`config.mk`:
```
export PLATFORM = sky130hd
export DESIGN_NAME = tcf_capture_flags
export DESIGN_NICKNAME = d
export VERILOG_FILES = /design/src/tcf_input_filter.v /design/src/tcf_capture_flags.v
export VERILOG_INCLUDE_DIRS = /design/src /design/src/src
export SDC_FILE = /design/constraint.sdc
export NUM_CORES = 1
export LEC_CHECK = 0
export ABC_AREA = 1
export BUFFER_PORTS_ARGS = -buffer_cell sky130_fd_sc_hd__buf_2
export CAP_MARGIN = 0
export CORE_MARGIN = 1
export CORE_UTILIZATION = 35
export DETAILED_ROUTE_END_ITERATION = 6
export GPL_TIMING_DRIVEN = 0
export PLACE_DENSITY = 0.74
export SLEW_MARGIN = 10
export SYNTH_ARGS = -nofsm -noshare
export SYNTH_HDL_FRONTEND = slang
export SYNTH_SLANG_ARGS = --single-unit
```
`constraint.sdc`:
```
create_clock -name clock_i -period 1.15 [get_ports clock_i]
set_input_delay 0.23 -clock clock_i [delete_from_list [all_inputs] [get_ports clock_i]]
set_output_delay 0.23 -clock clock_i [all_outputs]
set_load 0.03 [all_outputs]
```
`src/tcf_consts.vh`:
```
// constants for the timer capture and interrupt flag block
`ifndef TCF_CONSTS_VH
`define TCF_CONSTS_VH
`define TCF_ADDR_MASK 3'h0
`define TCF_ADDR_FLAGS 3'h1
`define TCF_ADDR_CAP_LO 3'h2
`define TCF_ADDR_CAP_HI 3'h3
`define TCF_ADDR_CTRL 3'h4
`define TCF_BIT_CAP 5
`define TCF_BIT_CMPA 4
`define TCF_BIT_CMPB 3
`define TCF_BIT_OVF 2
`define TCF_CTRL_EDGE 0
`define TCF_CTRL_FILT 1
`define TCF_CTRL_ACMP 2
`define TCF_RESET_BYTE 8'h00
`define TCF_FILTER_LEN 4
`define TCF_MODE_NORMAL 4'h0
`define TCF_MODE_CTC_A 4'h4
`define TCF_MODE_PFC_ICR 4'h8
`define TCF_MODE_PC_ICR 4'hA
`define TCF_MODE_CTC_ICR 4'hC
`define TCF_MODE_FAST_ICR 4'hE
`endif

```
`src/tcf_input_filter.v`:
```
// capture input noise filter
`include "tcf_consts.vh"
module tcf_input_filter
(
    input wire clock_i,
    input wire resetn_i,
    input wire enable_i,
    input wire sample_i,
    output wire level_o
);
    reg [`TCF_FILTER_LEN-1:0] history;
    reg filtered;
    wire all_high;
    wire all_low;
    assign all_high = &history;
    assign all_low = ~|history;
    always @(posedge clock_i)
    begin
        if (!resetn_i)
        begin
            history <= {`TCF_FILTER_LEN{1'b1}};
            filtered <= 1'b1;
        end
        else
        begin
            history <= {history[`TCF_FILTER_LEN-2:0], sample_i};
            if (all_high)
                filtered <= 1'b1;
            else if (all_low)
                filtered <= 1'b0;
        end
    end
    // bypass keeps the raw synchronised level
    assign level_o = enable_i ? filtered : sample_i;
endmodule

```
`src/tcf_capture_flags.v`:
```
// timer capture register, interrupt mask and flag logic
//
// The implementer's own choices: strobed register access and the register offsets.
`include "tcf_consts.vh"
module tcf_capture_flags
(
    input wire clock_i,
    input wire resetn_i,
    input wire [2:0] addr_i,
    input wire [7:0] wdata_i,
    input wire write_i,
    input wire read_i,
    output reg [7:0] rdata_o,
    input wire [15:0] counter_value_i,
    input wire [15:0] compare_register_a_i,
    input wire [15:0] compare_register_b_i,
    input wire [3:0] waveform_mode_select_i,
    input wire counter_tick_i,
    input wire counter_overflow_i,
    input wire counter_at_top_i,
    input wire counter_at_bottom_i,
    input wire force_compare_a_strobe_i,
    input wire force_compare_b_strobe_i,
    input wire capture_input_pin_i,
    input wire comparator_out_i,
    input wire global_irq_enable_i,
    input wire capture_vector_ack_i,
    input wire compare_a_vector_ack_i,
    input wire compare_b_vector_ack_i,
    input wire overflow_vector_ack_i,
    output reg [7:0] temp_high_o,
    output wire [15:0] capture_register_o,
    output wire top_is_capture_o,
    output wire capture_irq_o,
    output wire compare_a_irq_o,
    output wire compare_b_irq_o,
    output wire overflow_irq_o
);
    reg [7:0] timer_irq_enable_mask;
    reg [7:0] timer_irq_flags;
    reg [2:0] control;
    reg [15:0] capture_register;
    reg pin_meta;
    reg pin_sync;
    reg cmp_meta;
    reg cmp_sync;
    reg prev_level;
    reg match_a_seen;
    reg match_b_seen;
    reg [7:0] next_flags;
    wire filtered_pin;
    wire capture_src;
    wire edge_hit;
    wire capture_event;
    wire icr_top;
    wire ovf_set;
    wire phase_mode;
    wire flag_write;

    // pin and comparator cross into this clock through two stages
    always @(posedge clock_i)
    begin
        if (!resetn_i)
        begin
            pin_meta <= 1'b1;
            pin_sync <= 1'b1;
            cmp_meta <= 1'b0;
            cmp_sync <= 1'b0;
        end
        else
        begin
            pin_meta <= capture_input_pin_i;
            pin_sync <= pin_meta;
            cmp_meta <= comparator_out_i;
            cmp_sync <= cmp_meta;
        end
    end

    tcf_input_filter u_filter
    (
        .clock_i(clock_i),
        .resetn_i(resetn_i),
        .enable_i(control[`TCF_CTRL_FILT]),
        .sample_i(pin_sync),
        .level_o(filtered_pin)
    );

    assign icr_top = (waveform_mode_select_i == `TCF_MODE_PFC_ICR) ||
                     (waveform_mode_select_i == `TCF_MODE_PC_ICR) ||
                     (waveform_mode_select_i == `TCF_MODE_CTC_ICR) ||
                     (waveform_mode_select_i == `TCF_MODE_FAST_ICR);
    assign top_is_capture_o = icr_top;
    assign phase_mode = (waveform_mode_select_i[3:2] == 2'b10) ||
                        (waveform_mode_select_i[3:2] == 2'b00 &&
                         waveform_mode_select_i != `TCF_MODE_NORMAL);

    assign capture_src = control[`TCF_CTRL_ACMP] ? cmp_sync : filtered_pin;
    assign edge_hit = control[`TCF_CTRL_EDGE] ?
                      (capture_src & ~prev_level) :
                      (~capture_src & prev_level);
    // pin is disconnected while the capture register is TOP
    assign capture_event = edge_hit & ~icr_top;

    // overflow point by mode: MAX for normal/ctc, TOP for fast,
    // BOTTOM for phase modes
    assign ovf_set = counter_tick_i & (phase_mode ? counter_at_bottom_i :
        ((waveform_mode_select_i == `TCF_MODE_NORMAL ||
          waveform_mode_select_i == `TCF_MODE_CTC_A ||
          waveform_mode_select_i == `TCF_MODE_CTC_ICR) ?
          counter_overflow_i : counter_at_top_i));

    assign flag_write = write_i && addr_i == `TCF_ADDR_FLAGS;

    always @*
    begin
        next_flags = timer_irq_flags;
        if (flag_write)
            next_flags = timer_irq_flags & ~wdata_i;
        if (capture_vector_ack_i)
            next_flags[`TCF_BIT_CAP] = 1'b0;
        if (compare_a_vector_ack_i)
            next_flags[`TCF_BIT_CMPA] = 1'b0;
        if (compare_b_vector_ack_i)
            next_flags[`TCF_BIT_CMPB] = 1'b0;
        if (overflow_vector_ack_i)
            next_flags[`TCF_BIT_OVF] = 1'b0;
        // sets come last so a same-cycle event wins over a clear
        if (capture_event || (icr_top && counter_tick_i &&
            counter_at_top_i))
            next_flags[`TCF_BIT_CAP] = 1'b1;
        if (match_a_seen)
            next_flags[`TCF_BIT_CMPA] = 1'b1;
        if (match_b_seen)
            next_flags[`TCF_BIT_CMPB] = 1'b1;
        if (ovf_set)
            next_flags[`TCF_BIT_OVF] = 1'b1;
        next_flags[7:6] = 2'b00;
        next_flags[1:0] = 2'b00;
    end

    always @(posedge clock_i)
    begin
        if (!resetn_i)
        begin
            timer_irq_enable_mask <= `TCF_RESET_BYTE;
            timer_irq_flags <= `TCF_RESET_BYTE;
            control <= 3'h0;
            capture_register <= 16'h0000;
            temp_high_o <= 8'h00;
            prev_level <= 1'b1;
            match_a_seen <= 1'b0;
            match_b_seen <= 1'b0;
            rdata_o <= 8'h00;
        end
        else
        begin
            prev_level <= capture_src;
            timer_irq_flags <= next_flags;
            // match registered so flag rises one clock later, whatever the next tick;
            // a forced strobe blocks the match in the cycle it is driven
            match_a_seen <= counter_tick_i &&
                counter_value_i == compare_register_a_i &&
                !force_compare_a_strobe_i;
            match_b_seen <= counter_tick_i &&
                counter_value_i == compare_register_b_i &&
                !force_compare_b_strobe_i;
            if (capture_event)
                capture_register <= counter_value_i;
            if (write_i)
            begin
                case (addr_i)
                    `TCF_ADDR_MASK:
                        timer_irq_enable_mask <= wdata_i & 8'h3C;
                    `TCF_ADDR_CTRL:
                        control <= wdata_i[2:0];
                    default:
                        control <= control;
                endcase
            end
            rdata_o <= 8'h00;
            if (read_i)
            begin
                case (addr_i)
                    `TCF_ADDR_MASK:
                        rdata_o <= timer_irq_enable_mask;
                    `TCF_ADDR_FLAGS:
                        rdata_o <= timer_irq_flags;
                    `TCF_ADDR_CAP_LO:
                    begin
                        rdata_o <= capture_register[7:0];
                        temp_high_o <= capture_register[15:8];
                    end
                    `TCF_ADDR_CAP_HI:
                        rdata_o <= temp_high_o;
                    `TCF_ADDR_CTRL:
                        rdata_o <= {5'h00, control};
                    default:
                        rdata_o <= 8'h00;
                endcase
            end
        end
    end

    assign capture_register_o = capture_register;
    assign capture_irq_o = timer_irq_enable_mask[`TCF_BIT_CAP] &
        global_irq_enable_i & timer_irq_flags[`TCF_BIT_CAP];
    assign compare_a_irq_o = timer_irq_enable_mask[`TCF_BIT_CMPA] &
        global_irq_enable_i & timer_irq_flags[`TCF_BIT_CMPA];
    assign compare_b_irq_o = timer_irq_enable_mask[`TCF_BIT_CMPB] &
        global_irq_enable_i & timer_irq_flags[`TCF_BIT_CMPB];
    assign overflow_irq_o = timer_irq_enable_mask[`TCF_BIT_OVF] &
        global_irq_enable_i & timer_irq_flags[`TCF_BIT_OVF];
endmodule

```
==> results of run 1 <==
## registers in the layout, indices dropped and copies added, names as in the netlist, 3 cells and up
name                   cells
timer_irq_enable_mask      4
u_filter.history           4
control                    3
timer_irq_flags            4
rdata_o                    8
temp_high_o                8
capture_register_o        16
## cells in the mapped netlist, types with 7 or more instances
cell type   n  area [µm²]
o21ai_0    22         110
nor3_1      7        35.0
or2_2      10        62.6
nand2_1    72         270
inv_1      69         259
xor2_1      9        78.8
nor2_1     40         150
nor2_2      8        50.1
nand2_2    10        62.6
nand4_1    19         119
xnor2_1     7        61.3
nand3_1     8        40.0
dfxtp_1    55        1100
inv_2      10        37.5
a21oi_1    26         130
## power groups by stage
stage                     clock [mW]  combinational, mW  sequential (mW)
after floorplan                    0              0.496             2.21
after global placement             0              0.953             2.09
after detailed placement           0              0.968             2.09
after CTS                       1.34               1.09             2.05
after global routing            1.42               1.23             2.07
final                           1.33               1.12             2.06
## per-layer routing
metal	up-vias	global-route usage (%)	wire, µm
met1	1345	23.9	3560
met4	0	9.77	246
met3	18	3.15	522
met5	-	0	0
met2	132	35.3	4020
li1	1553	-	-
## metrics by stage
step	instances	hold slack [ns]
5_1_grt	646	0.0919
3_3_place_gp	621	0.396
2_1_floorplan	406	0.328
4_1_cts	641	0.0992
3_5_place_dp	621	0.395
6_report	646	0.101
## cell type report
cell class                 count  share of cell area, %
clock inverter                 2                  0.875
buffer                        10                   2.09
multi-input combinational    262                   36.9
tap                          102                   3.19
clock buffer                   6                   2.06
inverter                      79                   7.41
sequential                    55                   28.1
timing repair buffer         130                   19.4
## logic make-up after synthesis
group / Yosys count / share of synthesized area, %
compound gates: 64 / 12.3
xor+xnor: 16 / 4.93
buf+inv: 89 / 12.4
flops: 55 / 38.8
simple gates: 182 / 31.6
## critical path, stage by stage (launching register included)
cell     delay [ns]
dfxtp_2        0.33
inv_2          0.05
or2_4          0.26
nand3_4        0.11
nand3_4        0.15
buf_8          0.17
nand2_2        0.05
inv_2          0.03
nor2_2         0.09
## worst min-delay path by stage
stage	startpoint	endpoint	slack, ns	depth (start not counted)
after global placement	cmp_meta	cmp_sync	0.40	2
after floorplan	comparator_out_i	cmp_meta	0.33	2
after CTS	capture_input_pin_i	pin_meta	0.1	2
after global routing	capture_input_pin_i	pin_meta	0.09	2
after detailed placement	cmp_meta	cmp_sync	0.40	2
final	capture_input_pin_i	pin_meta	0.10	2
## what timing repair did
item                       CTS  global route
setup endpoints to repair   28            37
cloned                       1             0
buffers inserted            11             5
resized for setup           53            24
pin swaps                   15             5
==> flow_summary.yaml, run 1 <==
outcome:
  status: "finished with violations"
  violations: "negative setup slack"
power_and_ir_drop:
  ir_drop_v: 0.000477
  leakagePower_nw: 2.01
  p_int_mw: 3.16
  finalPower_mw: 4.51
  p_per_area_mw_per_mm2: 1130
  switching_power_mw: 1.35
  p_comb_share_pct: 24.8
  pwr-share-clk_pct: 29.6
  p_seq_share_pct: 45.6
  swShare_pct: 29.9
clock_network:
  clkTransAtPathRegs_ns: 0.10
  cts_hold_buf: 0
  cts_tree: "done"
  clock_sinks: 55
  numCtsBuffers: 5
  cts_max_path_buffers: 2
  clk-insertion-delay-late_ns: 0.31
  root_buffer: "clkbuf_8"
  htreeDepth: 2
global_routing:
  antenna_found_initial: 0
  grt_overflow: 0
  grt_max_degree: 17
  first_global_vias: 2972
  grt_pass1_wl_um: 13300
  grtUsageTotal_pct: 20.2
floorplan:
  die_w_um: 92.1
  coreArea_mm2: 0.00781
  ios: 117
  row_count: 32
  die_h_um: 92.1
  die_area_mm2: 0.00848
  start_util_pct: 36.4
sta:
  setup_viol: 21
  max_freq_mhz: 768
  setup_slack_ns: -0.151
  post-route-period-util_pct: 113
  drv_slew: 0
  finalHoldViolCount: 0
  tightest_slew_ns: 0.398
  period_minus_slack_ns: 1.30
  skew_ns: 0.00689
  grt_setup_unrepaired: "yes"
  finalSetupTns_ns: -2.55
  slew_headroom_pct: 73.5
critical_path:
  critPathKind: "register to register"
  startpoint: "control[2]"
  arrival_ns: 1.56
  r2r_cells: 8
  cp-start-kind: "register"
  r2r_setup_slack_ns: -0.15
  r2r-start: "control[2]"
  end_kind: "register"
  timing.critical_path.to: "capture_register_o[10]"
  critPathRequiredTime_ns: 1.41
  cp_max_fo: 5
  worst_r2r_endpoint: "capture_register_o[10]"
synth:
  ys_ff_latch: 55
  yosysSeqAreaShare_pct: 38.8
  synthCells: 406
  synthArstFlopShare_pct: 0
  synth.avg_cell_area_um2: 7.00
  synth_area_mm2: 0.00284
  ys_warn_count: 0
  synth_nets: 486
  yosysUniqueCellTypes: 33
  synthFlopType: "dfxtp_1"
  synth_edf_count: 0
hold_path:
  hold_class: "input port to register"
cells_and_area:
  layout.nets: 623
  fillCellCount: 767
  insertedDiodeCount: 0
  seqCellArea_mm2: 0.00112
  final_util_pct: 51.3
  stdcell_area_mm2: 0.00400
  final_cell_mix: "buf_2 (95), nand2_1 (63), inv_1 (60), nor2_1 (40), dfxtp_1 (37)"
  areaGrowthSynthToFinish_pct: 41.0
  final_common_cell: "buf_2"
  layout-drive-gt1-share_pct: 42.6
  multiInputGateArea_mm2: 0.00148
placed_design:
  hpwl_um: 6540
  dp_slack_ns: -0.344
  place.gp.congestion: 0.847
  place_area_mm2: 0.00357
  io_buffers: 113
detailed_routing:
  vias: 3048
  wirelength_um: 8350
  firstDrtPassIters: 4
  drtIter0Drc: 140
  drcViolationCount: 0
  postRouteAntennaNets: 0
  post_drt_wl_per_cell_um: 12.9
  avgViaCountPerCell: 4.72
job:
  cap_viol_max_count: 0
Power figures use the tool's default switching activity.
==> inputs of run 2 (changes only) <==
Settings changed: MAX_ROUTING_LAYER set to met4, PLACE_DENSITY 0.74 to 0.71.
Clock period 1.15 ns to 1.2 ns, I/O delays scaled along.
==> run 2 against run 1 <==
  * The flow still finishes with violations (negative setup slack)
  * Combinational power is 5% lower
  * Largest cell class unchanged
  * Highest routed layer unchanged
  * Power fell by 1.8%
  * Clock skew down 0.0014 ns
  * Non-clock buffer count stayed put
  * Die area did not move
==> flow_summary.yaml, run 2 (synthesis gave the netlist of run 1 again) <==
clock_network:
  clkTransAtPathRegs_ns: 0.09
  clock_sinks: 55
  root_buffer: "clkbuf_8"
  htreeDepth: 2
  numCtsBuffers: 5
  cts_tree: "done"
  cts_max_path_buffers: 2
  clk-insertion-delay-late_ns: 0.31
placed_design:
  place_inst: 621
  hpwl_um: 6450
  place.gp.congestion: 0.840
  dp_slack_ns: -0.214
  io_buffers: 113
  place_area_mm2: 0.00357
sta:
  period_minus_slack_ns: 1.29
  drv_slew: 0
  max_freq_mhz: 776
  setup_slack_ns: -0.0887
  post-route-period-util_pct: 107
  grt_setup_unrepaired: "yes"
  finalSetupTns_ns: -1.48
  skew_ns: 0.00552
  slew_headroom_pct: 72.1
  fin_hold_ws_ns: 0.108
  setup_viol: 21
  finalHoldViolCount: 0
  tightest_slew_ns: 0.419
cells_and_area:
  final_common_cell: "buf_2"
  areaGrowthSynthToFinish_pct: 39.6
  final_cells: 646
  final_util_pct: 50.8
  insertedDiodeCount: 0
  stdcell_area_mm2: 0.00396
  layout-drive-gt1-share_pct: 42.3
  largest_reg_flops: 16
  fillCellCount: 769
  final_cell_mix: "buf_2 (108), nand2_1 (64), inv_1 (53), dfxtp_1 (45), nor2_1 (38)"
  layout.nets: 623
floorplan:
  coreArea_mm2: 0.00781
  ios: 117
  die_h_um: 92.1
  die_w_um: 92.1
  start_util_pct: 36.4
  die_area_mm2: 0.00848
  row_count: 32
outcome:
  status: "finished with violations"
  violations: "negative setup slack"
critical_path:
  end_kind: "output pin"
  cp-start-kind: "register"
  r2r_cells: 9
  critPathKind: "register to output pin"
  slowest_delay_ns: 0.35
  crit_chain: "inv_2, nor3_2, buf_4"
  arrival_ns: 1.05
  cp_max_fo: 2
  crit_slowest_cell: "dfxtp_2"
  r2r_setup_slack_ns: -0.08
  critPathRequiredTime_ns: 0.96
global_routing:
  grt_pass1_wl_um: 13100
  grt_max_degree: 17
  grt_overflow: 0
  first_global_vias: 2863
  antenna_found_initial: 0
  grtUsageTotal_pct: 20.3
power_and_ir_drop:
  ir_drop_v: 0.000468
  p_per_area_mw_per_mm2: 1120
  leakagePower_nw: 1.99
  finalPower_mw: 4.43
detailed_routing:
  wirelength_um: 8140
  avgViaCountPerCell: 4.69
  vias: 3032
  firstDrtPassIters: 4
  drcViolationCount: 0
  postRouteAntennaNets: 0
  post_drt_wl_per_cell_um: 12.6
  drtIter0Drc: 110
job:
  cap_viol_max_count: 0
hold_path:
  hold_class: "input port to register"
  whs_path_depth: 3
-- run 2: cell count changes in the layout (fill, tap and decap cells not counted), moves of 2 or more --
cell | previous run | this run
buf_2 | 95 | 108
clkbuf_8 | 7 | 5
inv_1 | 60 | 53
nor2_1 | 40 | 38
dfxtp_2 | 18 | 10
buf_12 | 0 | 2
buf_4 | 24 | 20
dfxtp_1 | 37 | 45
clkbuf_4 | 7 | 1
nor2_2 | 8 | 10
inv_2 | 19 | 25
buf_6 | 7 | 5
-- run 2: final timing paths --
kind | start | to
worst min register to register | cmp_meta | cmp_sync
worst max register to register | control[2] | capture_register_o[10]
worst min-delay path | comparator_out_i | cmp_meta
worst max-delay path | timer_irq_enable_mask[3] | compare_b_irq_o
-- run 2: critical path, delay by kind of cell, from the launching register on --
kind	cells	cell delay (ns)
flip-flops	1	0.35
AND/OR/NAND/NOR	1	0.16
buffers and inverters	2	0.23
-- run 2: final cells by class --
cell class / instances / area (µm²) / area share [%]
multi-input combinational: 262 / 1480 / 37.3
timing repair buffer: 130 / 724 / 18.3
clock buffer: 6 / 72.6 / 1.83
tap: 102 / 128 / 3.22
inverter: 79 / 299 / 7.54
buffer: 10 / 86.3 / 2.18
sequential: 55 / 1110 / 28.1
clock inverter: 2 / 60.1 / 1.52
-- run 2: timing repair --
action | in CTS | in global routing
hold buffers | 0 | 0
setup buffers | 10 | 6
resized for setup | 28 | 33
endpoints found under the setup margin | 16 | 24
cloned | 0 | 1
pin swaps | 5 | 7
-- run 2: routing by layer --
metal | up-vias | wire [µm] | GRT usage (%)
met4 | 0 | 176 | 7.68
met2 | 129 | 3960 | 35.4
li1 | 1546 | - | -
met5 | - | 0 | -
met1 | 1344 | 3440 | 23.2
met3 | 13 | 567 | 3.48
-- run 2: power breakdown --
group	switching [mW]	total [mW]	internal, mW
clock network	0.572	1.41	0.833
logic	0.641	1.06	0.416
registers	0.0522	1.97	1.91
total	1.26	4.43	3.16
